**config.mk**
```make
export PLATFORM = sky130hd
export DESIGN_NAME = bnsp_host
export DESIGN_NICKNAME = d
export VERILOG_FILES = /design/src/bnsp_pkg.sv /design/src/bnsp_timer.sv /design/src/bnsp_host.sv
export SDC_FILE = /design/constraint.sdc
export NUM_CORES = 1
export LEC_CHECK = 0
export BUFFER_PORTS_ARGS = -buffer_cell sky130_fd_sc_hd__buf_2
export CAP_MARGIN = 20
export CORE_UTILIZATION = 40
export DETAILED_ROUTE_END_ITERATION = 8
export GPL_TIMING_DRIVEN = 0
export PLACE_DENSITY = 0.71
export SYNTH_ARGS = -nofsm -noshare
export SYNTH_HDL_FRONTEND = slang
export SYNTH_HIERARCHICAL = 1
export SYNTH_SLANG_ARGS = --single-unit
```
**constraint.sdc**
```tcl
create_clock -name mclk -period 2.1 [get_ports mclk]
set_clock_uncertainty 0.05 [all_clocks]
set_input_delay 0.21 -clock mclk [delete_from_list [all_inputs] [get_ports mclk]]
set_output_delay 0.21 -clock mclk [all_outputs]
set_load 0.05 [all_outputs]
```
**src/bnsp_pkg.sv**
```systemverilog
package bnsp_pkg;

    // ------------------------------------------------------------
    // Geometry
    // ------------------------------------------------------------
    localparam int ADDR_W = 11;
    localparam int DATA_W = 8;
    localparam logic [10:0] CLOCK_REG_BASE = 11'h7f8;

    // ------------------------------------------------------------
    // Timing, ns as printed for the slower grade
    // ------------------------------------------------------------
    localparam int CLK_PERIOD_NS = 100;
    localparam int ADDRESS_LATENCY_NS = 100;
    localparam int SELECT_LATENCY_NS = 100;
    localparam int OUTPUT_LATENCY_NS = 55;
    localparam int WE_PULSE_NS = 70;
    localparam int CE_PULSE_NS = 75;
    localparam int DATA_SETUP_TIME_NS = 40;
    localparam int DATA_HOLD_TIME_NS = 0;
    localparam int WRITE_RECOVERY_TIME_NS = 5;
    localparam int WRITE_STROBE_FLOAT_TIME_NS = 35;

    // Least times round up, never below one cycle
    function automatic int ns_to_cyc(input int ns);
        int c;
        c = (ns + CLK_PERIOD_NS - 1) / CLK_PERIOD_NS;
        return (c < 1) ? 1 : c;
    endfunction

    localparam int READ_WAIT_CYC = ns_to_cyc(ADDRESS_LATENCY_NS);
    localparam int SEL_WAIT_CYC = ns_to_cyc(SELECT_LATENCY_NS);
    localparam int OE_WAIT_CYC = ns_to_cyc(OUTPUT_LATENCY_NS);
    localparam int WRITE_LOW_CYC = ns_to_cyc(CE_PULSE_NS > WE_PULSE_NS ? CE_PULSE_NS
                                                                      : WE_PULSE_NS);
    localparam int SETUP_CYC = ns_to_cyc(DATA_SETUP_TIME_NS);
    localparam int HOLD_CYC = ns_to_cyc(DATA_HOLD_TIME_NS);
    localparam int RECOVERY_CYC = ns_to_cyc(WRITE_RECOVERY_TIME_NS);
    localparam int FLOAT_CYC = ns_to_cyc(WRITE_STROBE_FLOAT_TIME_NS);
    localparam int CNT_W = 4;

    // ------------------------------------------------------------
    // Carriers
    // ------------------------------------------------------------
    typedef struct packed {
        logic write;
        logic [10:0] addr;
        logic [7:0] wdata;
    } bnsp_req_t;

    typedef struct packed {
        logic ce_n;
        logic oe_n;
        logic we_n;
        logic [10:0] addr;
    } bnsp_pins_t;

    typedef enum logic [5:0] {
        ST_IDLE = 6'b000001,
        ST_RSEL = 6'b000010,
        ST_RWAIT = 6'b000100,
        ST_WLOW = 6'b001000,
        ST_WHOLD = 6'b010000,
        ST_RECOV = 6'b100000
    } bnsp_state_t;

endpackage

```
**src/bnsp_timer.sv**
```systemverilog
`timescale 1ns/100ps
module bnsp_timer
    import bnsp_pkg::*;
#(
    parameter int W = CNT_W
) (
    input wire logic mclk,
    input wire logic rst_n,
    input wire logic load,
    input wire logic [W-1:0] count,
    output logic done
);

    logic [W-1:0] left;

    assign done = (left == '0);

    // Reload wins so a new phase never inherits a stale count
    always_ff @(posedge mclk or negedge rst_n) begin
        if (!rst_n) begin
            left <= '0;
        end else if (load) begin
            left <= count;
        end else if (!done) begin
            left <= left - 1'b1;
        end
    end

endmodule

```
**src/bnsp_host.sv**
```systemverilog
`timescale 1ns/100ps
// Functional notes
// - Write starts at later falling edge.
// - Host holds address through write.
// - Host idles strobes recovery time between cycles.
// - Host data setup before, hold after.
// - Host keeps output enable high writing.
module bnsp_host
    import bnsp_pkg::*;
(
    input wire logic mclk,
    input wire logic rst_n,
    input wire logic req_valid,
    input wire logic req_write,
    input wire logic [ADDR_W-1:0] req_addr,
    input wire logic [DATA_W-1:0] req_wdata,
    input wire logic supply_ok,
    output logic req_ready,
    output logic rsp_valid,
    output logic [DATA_W-1:0] rsp_rdata,
    output logic rsp_clock_reg,
    output logic mem_ce_n,
    output logic mem_oe_n,
    output logic mem_we_n,
    output logic [ADDR_W-1:0] mem_addr,
    output logic [DATA_W-1:0] mem_dq_out,
    output logic mem_dq_oe,
    input wire logic [DATA_W-1:0] mem_dq_in
);

    // ------------------------------------------------------------
    // Input synchronisers
    // ------------------------------------------------------------
    logic [DATA_W-1:0] dq_meta;
    logic [DATA_W-1:0] dq_sync;
    logic ok_meta;
    logic ok_sync;

    always_ff @(posedge mclk or negedge rst_n) begin
        if (!rst_n) begin
            dq_meta <= '0;
            dq_sync <= '0;
            ok_meta <= 1'b0;
            ok_sync <= 1'b0;
        end else begin
            dq_meta <= mem_dq_in;
            dq_sync <= dq_meta;
            ok_meta <= supply_ok;
            ok_sync <= ok_meta;
        end
    end

    // ------------------------------------------------------------
    // Decode helpers
    // ------------------------------------------------------------
    function automatic logic is_read_phase(input bnsp_state_t s);
        return (s == ST_RSEL) || (s == ST_RWAIT);
    endfunction

    function automatic logic is_write_phase(input bnsp_state_t s);
        return (s == ST_WLOW) || (s == ST_WHOLD);
    endfunction

    // Top eight locations are clock registers, not plain storage
    function automatic logic is_clock_reg(input logic [ADDR_W-1:0] a);
        return (a >= CLOCK_REG_BASE);
    endfunction

    // ------------------------------------------------------------
    // Sequencer
    // ------------------------------------------------------------
    bnsp_state_t state;
    bnsp_state_t next_state;
    bnsp_req_t cur;
    logic tmr_load;
    logic [CNT_W-1:0] tmr_count;
    logic tmr_done;

    // Select and output enable fall together, so the later latency governs
    localparam int RD_LAT = (READ_WAIT_CYC > SEL_WAIT_CYC)
        ? ((READ_WAIT_CYC > OE_WAIT_CYC) ? READ_WAIT_CYC : OE_WAIT_CYC)
        : ((SEL_WAIT_CYC > OE_WAIT_CYC) ? SEL_WAIT_CYC : OE_WAIT_CYC);
    // Two extra cycles cover the input synchroniser
    localparam logic [CNT_W-1:0] RD_WAIT = CNT_W'(RD_LAT + 2);
    localparam logic [CNT_W-1:0] WR_LOW = CNT_W'((WRITE_LOW_CYC > SETUP_CYC)
                                                 ? WRITE_LOW_CYC : SETUP_CYC);
    localparam logic [CNT_W-1:0] WR_HOLD = CNT_W'(HOLD_CYC);
    localparam logic [CNT_W-1:0] REC_WAIT = CNT_W'(RECOVERY_CYC);

    // Blocked accesses would be lost, so hold requests below threshold
    wire start_ok = req_valid && req_ready && ok_sync;
    wire in_idle = (state == ST_IDLE);

    always_comb begin
        next_state = state;
        tmr_load = 1'b0;
        tmr_count = '0;
        case (state)
            ST_IDLE: begin
                if (start_ok) begin
                    tmr_load = 1'b1;
                    tmr_count = req_write ? WR_LOW : RD_WAIT;
                    next_state = req_write ? ST_WLOW : ST_RSEL;
                end
            end
            ST_RSEL: begin
                next_state = ST_RWAIT;
            end
            ST_RWAIT: begin
                if (tmr_done) begin
                    tmr_load = 1'b1;
                    tmr_count = REC_WAIT;
                    next_state = ST_RECOV;
                end
            end
            ST_WLOW: begin
                if (tmr_done) begin
                    tmr_load = 1'b1;
                    tmr_count = WR_HOLD;
                    next_state = ST_WHOLD;
                end
            end
            ST_WHOLD: begin
                if (tmr_done) begin
                    tmr_load = 1'b1;
                    tmr_count = REC_WAIT;
                    next_state = ST_RECOV;
                end
            end
            ST_RECOV: begin
                if (tmr_done) begin
                    next_state = ST_IDLE;
                end
            end
            default: begin
                next_state = ST_IDLE;
            end
        endcase
    end

    bnsp_timer #(
        .W(CNT_W)
    ) u_timer (
        .mclk(mclk),
        .rst_n(rst_n),
        .load(tmr_load),
        .count(tmr_count),
        .done(tmr_done)
    );

    // ------------------------------------------------------------
    // Pin drive, all registered
    // ------------------------------------------------------------
    wire rd_phase = is_read_phase(next_state);
    wire wr_phase = is_write_phase(next_state);
    wire next_ce_n = !(rd_phase || next_state == ST_WLOW);
    wire next_oe_n = !rd_phase;
    // Both strobes fall on one edge, so that edge starts the write
    wire next_we_n = !(next_state == ST_WLOW);
    wire next_dq_oe = wr_phase;
    wire sample = (state == ST_RWAIT) && tmr_done && !cur.write;
    wire write_done = (state == ST_WHOLD) && tmr_done && cur.write;
    wire next_ready = (next_state == ST_IDLE) && !(in_idle && start_ok);

    always_ff @(posedge mclk or negedge rst_n) begin
        if (!rst_n) begin
            state <= ST_IDLE;
            cur <= '0;
            mem_ce_n <= 1'b1;
            mem_oe_n <= 1'b1;
            mem_we_n <= 1'b1;
            mem_dq_oe <= 1'b0;
        end else begin
            state <= next_state;
            if (start_ok) begin
                cur <= '{write: req_write, addr: req_addr, wdata: req_wdata};
            end
            mem_ce_n <= next_ce_n;
            mem_oe_n <= next_oe_n;
            mem_we_n <= next_we_n;
            mem_dq_oe <= next_dq_oe;
        end
    end

    // Address and data only move between cycles
    always_ff @(posedge mclk or negedge rst_n) begin
        if (!rst_n) begin
            mem_addr <= '0;
            mem_dq_out <= '0;
        end else if (start_ok) begin
            mem_addr <= req_addr;
            mem_dq_out <= req_wdata;
        end
    end

    always_ff @(posedge mclk or negedge rst_n) begin
        if (!rst_n) begin
            req_ready <= 1'b0;
            rsp_valid <= 1'b0;
            rsp_rdata <= '0;
            rsp_clock_reg <= 1'b0;
        end else begin
            req_ready <= next_ready;
            rsp_valid <= sample || write_done;
            if (sample) begin
                rsp_rdata <= dq_sync;
                rsp_clock_reg <= is_clock_reg(cur.addr);
            end
        end
    end

endmodule

```
==> run metrics, run 1 <==
status finished, violations left; failing checks negative setup slack; ys async rst share 100%; worst hold-check path type in -> reg; Final Max Slew Viols 0; H-tree levels 3; crit-path max FO 5; Die Y 81.9 um; RSZ-0062 raised after global routing true; Post-synth EDFFs 0; clock slew at reported path FFs 0.06 ns; Total Power 4.66 mW; DR vias/cell 4.74; CTS root buf clkbuf_8; Synth Register Bits 63; ant diodes 0; most common cell after layout, fill and taps aside buf_2; clk_lat worst skew 0.33 ns; R2R depth 9; final setup fails 1; Slew HR 60.8%; critical path arrival 2.38 ns; most frequent cells in the layout buf_2, nand2_1, dfrtp_1, buf_4, dlygate4sd3_1; initial DRC count 193; setup TNS -0.0678 ns; P&R area growth vs syn 31.8%; total gr overflow 0; Die Width 81.9 um; Syn. warnings 6; Biggest register mem_addr; reg-to-reg setup timing slack -0.07 ns; final WL 4950 um; DR pass1 iterations 4; Critical Path End Type flip-flop; clk sink count 63; Die Area 0.00671 sq mm; Worst-Margin Slew 0.586 ns; sink of the worst hold path mem_addr[5]; final hold vios 0; Cell Chain, Critical Path inv_2 -> ha_4 -> nor3b_4 -> buf_2 -> nor4bb_1 -> nor3_1 -> nor4_2 -> or4b_4 -> or2_1; Final min period 2.17 ns; Clock Path Buffers 2; P per Cell Area 1380 mW/mm^2; number of global-route vias before repair 1792; HP Start req_addr[5]; fin crit share 103%; global-route usage over all layers 16.9%; sequential fraction of the synthesis area 61.9%; main flop type after synthesis dfrtp_1; Yosys cell types 40; CP startpoint kind flip-flop; CTS Buf Count 9; hold depth 3; Routed Antenna Nets 0; worst reg2reg startpoint u_timer/left[0]; # DRC 0; wire per inst 12.2 um; initial antenna violation count 0; port bufs 65; fmax 461 MHz; worst reg2reg path endpoint mem_oe_n; layout cells sized above 1 38.4%; CP required 2.31 ns; GPL Wtd Cong 0.808; TritonCTS clock tree yes; io pins 66; Avg Cell Area, Syn 11.0 sq um; slack of the critical path -0.0678 ns; Nets 359; max reg flops 11; Max-Cap Viols 0; first-pass GRT wire length 8070 um; Final Cell Area 0.00337 sq mm; post-synthesis cell count 232; FP Rows 28; Area after DPL 0.00301 sq mm; Core ar. 0.00603 sq mm; Leak 1.74 nW; Max VDD drop 0.778 mV; initial core utilization 42.4%; delay of the slowest critical-path stage 0.52 ns; Vias 1923; crit path kind reg -> reg; mapped cell area 0.00256 sq mm; critical path's slowest cell or4b_4; largest net degree at the start of global routing 41; Final HPWL DP 3360 um
## final cells by class
type	count	area, sq um
fill	530	2660
sequential	63	1580
multi-input combinational	142	826
timing repair buffer	82	490
buffer	24	173
clock buffer	12	145
tap	75	93.8
clock inverter	4	45.0
inverter	4	15.0
## routing by layer
metal | part of all wire (%) | vias to the layer above | GRT usage (%)
met4 | 2.4 | 0 | 10.0
met2 | 48 | 53 | 25.0
met3 | 5.5 | 9 | 5.44
li1 | - | 943 | -
met1 | 44 | 918 | 21.4
met5 | 0 | - | 0
## cell usage after synthesis (2+ instances only)
cell       n  area share, %
a21oi_1    3           0.59
buf_2      4           0.78
buf_4     13            3.8
clkbuf_1   5           0.73
dfrtp_1   59             58
dfstp_2    4            4.1
inv_1      4           0.59
mux2_2     9            4.0
mux2i_1    2           0.78
nand2_1   65            9.5
nand3_1    5           0.98
nand4_1    3           0.73
nor2_1     5           0.73
nor2b_1    2           0.49
nor3_1    10            2.0
nor3b_1    5            1.5
nor4_1     4           0.98
nor4bb_1   2           0.78
o21a_1     2           0.59
o21ai_0    2           0.39
o21ai_1    3           0.59
or2b_1     2           0.59
xnor2_1    2           0.69
## worst max path at each step
stage / start / to / cells past startpoint
6_report: u_timer/left[0] / mem_oe_n / 9
5_1_grt: u_timer/left[0] / mem_oe_n / 9
4_1_cts: u_timer/left[0] / mem_oe_n / 9
3_5_place_dp: u_timer/left[1] / mem_oe_n / 9
3_3_place_gp: u_timer/left[1] / mem_oe_n / 9
2_1_floorplan: u_timer/left[1] / mem_oe_n / 8
## metrics by stage
step | worst slack (ns) | hold slack, ns | util (%) | cells
6_report | -0.0678 | 0.0133 | 55.9 | 406
3_5_place_dp | -0.177 | 0.178 | 49.9 | 374
5_1_grt | -0.198 | 0.00294 | 55.9 | 406
3_3_place_gp | -0.157 | 0.267 | 49.6 | 373
2_1_floorplan | 0.00574 | -0.136 | - | 233
4_1_cts | -0.102 | 0.00126 | 55.6 | 404
## logic make-up (layout without fill, tap and decap cells)
kind of cell,after synthesis,after routing,synth area share (%)
adders and majority gates,1,1,0.489
muxes,11,11,4.75
DFF,63,63,61.9
other,1,2,0.147
xor gates and xnor gates,3,3,1.03
buffers and inverters,28,126,6.95
and+or+nand+nor,111,111,21.4
AOI/OAI and AO/OA,14,14,3.38
## power by group
part	switching, mW	internal (mW)	leakage (nW)
Clock	0.432	0.575	0.100
Sequential	0.174	1.52	0.782
Combinational	1.28	0.685	0.858
Total	1.88	2.78	1.74
## repair_timing
action | CTS | global route
setup endpoints to repair | 13 | 13
endpoints found under the hold margin | 31 | 0
resized for setup | 5 | 3
gates cloned | 1 | 0
hold buffers | 11 | 0
buffers inserted | 2 | 2
pin swaps | 2 | 1
## worst max-delay path, delay by kind of cell, from the launching register on
kind,cells,cell delay [ns]
and+or+nand+nor,6,1.32
DFF,1,0.36
adders and majority gates,1,0.16
buffers and inverters,2,0.21
Note: power is estimated with default switching activity, not from simulation.
==> run 2: changes to the inputs <==
--- a/config.mk
+++ b/config.mk
@@ -5,6 +5,7 @@
 export SDC_FILE = /design/constraint.sdc
 export NUM_CORES = 1
 export LEC_CHECK = 0
+export ABC_AREA = 1
 export BUFFER_PORTS_ARGS = -buffer_cell sky130_fd_sc_hd__buf_2
 export CAP_MARGIN = 20
 export CORE_UTILIZATION = 40
==> run metrics, run 2 <==
cell mode on critical path nand2_1; Clock Path Buffers 2 (unchanged); clock share of power 23.9% (+2.3 points); Max-Cap Viols 0 (unchanged); Post-synth EDFFs 0 (unchanged); NetSw 1.90 mW (+0.97%); DR pass1 iterations 4 (unchanged); crit path kind reg -> reg; H-tree levels 3 (unchanged); Synth top area share 59.7% (+2.0 points); layout cells sized above 1 31.2% (-7.2 points); DR vias/cell 4.46 (-5.9%); Post-CTS Repair Setup Buffers 0 (-2); status finished clean; setup TNS 0 ns (+0.0678 ns); TritonCTS clock tree yes; Max VDD drop 1.05 mV (+35%); fin crit share 90.7% (-13 points); initial DRC count 96 (-50%); post-synthesis cell count 260 (+12%); reg-to-reg setup timing slack 0.20 ns (+0.26 ns); Slew HR 52.5% (-8.4 points); Synth Register Bits 63 (unchanged); Leak 1.79 nW (+2.7%); Syn. warnings 6 (unchanged); worst hold-check path type in -> reg; port bufs 65 (unchanged); main flop type after synthesis dfrtp_1; delay of the slowest critical-path stage 0.39 ns (-0.13 ns); Final Cell Area 0.00322 sq mm (-4.4%); Comb power frac 38.4% (-3.7 points); P&R area growth vs syn 30.4%; top post-synthesis cells by count nand2_1, dfrtp_1, inv_1, nor2_1, buf_4; hold_ws 0.0180 ns (+0.00474 ns); Die Area 0.00650 sq mm (-3.2%); top cells by area, synth dfrtp_1, nand2_1, dfstp_2; global-route usage over all layers 16.5% (-0.35 points); slack of the critical path 0.196 ns (+0.264 ns); ant diodes 0 (unchanged); max reg flops 11 (unchanged); Yosys cell types 26 (-35%); clk_lat worst skew 0.33 ns (about the same); fmax 525 MHz (+14%); mapped cell area 0.00247 sq mm (-3.3%); Vias 1907 (-0.83%); FP Rows 28 (unchanged); crit-path max FO 10 (+5); Sw Share 42.6% (+2.2 points); Worst-Margin Slew 0.713 ns (+0.127 ns); Nets 381 (+6.1%); initial antenna violation count 0 (unchanged); CTS root buf clkbuf_8; largest net degree at the start of global routing 35 (-15%); final WL 4890 um (-1.2%); Routed Antenna Nets 0 (unchanged); Avg Cell Area, Syn 9.50 sq um (-14%); area leader, netlist dfrtp_1; cell-internal power 2.56 mW (-7.9%); critical path's slowest cell nor3_4; critical path arrival 2.07 ns (-0.31 ns); clk sink count 63 (unchanged); crit path buf inv count 4 (+2); final setup fails 0 (-1); Final HPWL DP 3410 um (+1.6%); CP delay by family, top simple AND/OR/NAND/NOR gates; initial core utilization 41.5% (-0.93 points); # DRC 0 (unchanged); ys async rst share 100% (unchanged); Area after DPL 0.00291 sq mm (-3.1%); Die Y 80.6 um (-1.6%); wire per inst 11.4 um (-6.3%); Final Max Slew Viols 0 (unchanged); P per Cell Area 1380 mW/mm^2 (about the same); dpl ws 0.0660 ns (+0.243 ns); Cell Chain, Critical Path inv_1 -> ha_1 -> nand2_1 -> inv_1 -> inv_2 -> nor3_4 -> inv_4 -> nand2_1 -> nand2_1; first-pass GRT wire length 7960 um (-1.4%); Final min period 1.90 ns (-0.264 ns); Biggest register mem_addr; RSZ-0062 raised after global routing false; sequential fraction of the synthesis area 64.0% (+2.1 points); cell with the most instances after synthesis nand2_1; total gr overflow 0 (unchanged); io pins 66 (unchanged); Core ar. 0.00596 sq mm (-1.2%); final hold vios 0 (unchanged); Die Width 80.6 um (-1.6%); CTS Buf Count 9 (unchanged); Flop pwr share 37.7% (+1.4 points); number of global-route vias before repair 1810 (+1.0%); GPL Wtd Cong 0.830 (+2.7%); most common cell after layout, fill and taps aside nand2_1; Critical Path End Type flip-flop; CP required 2.27 ns (-0.04 ns); Total Power 4.46 mW (-4.3%); clock slew at reported path FFs 0.08 ns (+0.02 ns); CP startpoint kind flip-flop; most frequent cells in the layout nand2_1, buf_2, dfrtp_1, inv_1, nor2_1
## run 2: layout make-up
| cell class | instances | area [sq um] |
|---|---|---|
| plain buffers | 15 | 97.6 |
| well taps | 75 | 93.8 |
| repair buffers | 76 | 445 |
| fillers | 554 | 2730 |
| flip-flops and latches | 63 | 1580 |
| clock inverters | 7 | 80.1 |
| clock buffers | 9 | 124 |
| multi-input cells | 163 | 722 |
| inverters | 20 | 77.6 |
## run 2: metrics by stage
stage	util [%]	cells
floorplan	-	261
global placement	48.6	401
detailed placement	48.9	402
CTS	54.0	428
global route	54.1	428
finish	54.1	428
## run 2: tightest hold or removal path, stage by stage
cell,delay [ns]
buf_2,0.07
nand2_1,0.04
nand2_1,0.05
## run 2: path summary, 6_finish.rpt
path | startpoint | depth (start not counted) | end
max | u_timer/left[0] | 9 | rsp_rdata[1]
min | req_addr[2] | 3 | mem_addr[2]
max reg2reg | u_timer/left[0] | 9 | rsp_rdata[1]
min reg2reg | ok_meta | 0 | ok_sync
max in group asynchronous | rst_n | 3 | mem_dq_out[4]
min in group asynchronous | rst_n | 2 | u_timer/left[2]
## run 2: cells by family after synthesis
| family | synth area share, % |
|---|---|
| compound gates | 2.53 |
| xor+xnor | 0.354 |
| fa+ha+maj | 0.506 |
| buf+inv | 7.09 |
| flops | 64.0 |
| other cells | 0.152 |
| simple gates | 25.4 |
## run 2: power by group through the flow
stage / Combinational [mW] / Clock (mW) / Sequential, mW
5_1_grt: 1.86 / 1.13 / 1.72
4_1_cts: 1.73 / 1.09 / 1.68
2_1_floorplan: 0.996 / 0 / 2.02
3_3_place_gp: 1.66 / 0 / 1.69
6_report: 1.71 / 1.06 / 1.68
3_5_place_dp: 1.71 / 0 / 1.70
## run 2: what timing repair did
action	CTS	global route
hold endpoints to repair	34	0
hold buffers	10	0
resized for setup	0	1
endpoints found under the setup margin	0	13
## run 2: layer usage
| layer | track usage, % | up-vias | wire length, um |
|---|---|---|---|
| met3 | 4.55 | 7 | 222 |
| met5 | 0 | - | 0 |
| li1 | - | 963 | - |
| met1 | 20.3 | 891 | 2150 |
| met4 | 5.89 | 0 | 53 |
| met2 | 27.7 | 46 | 2460 |
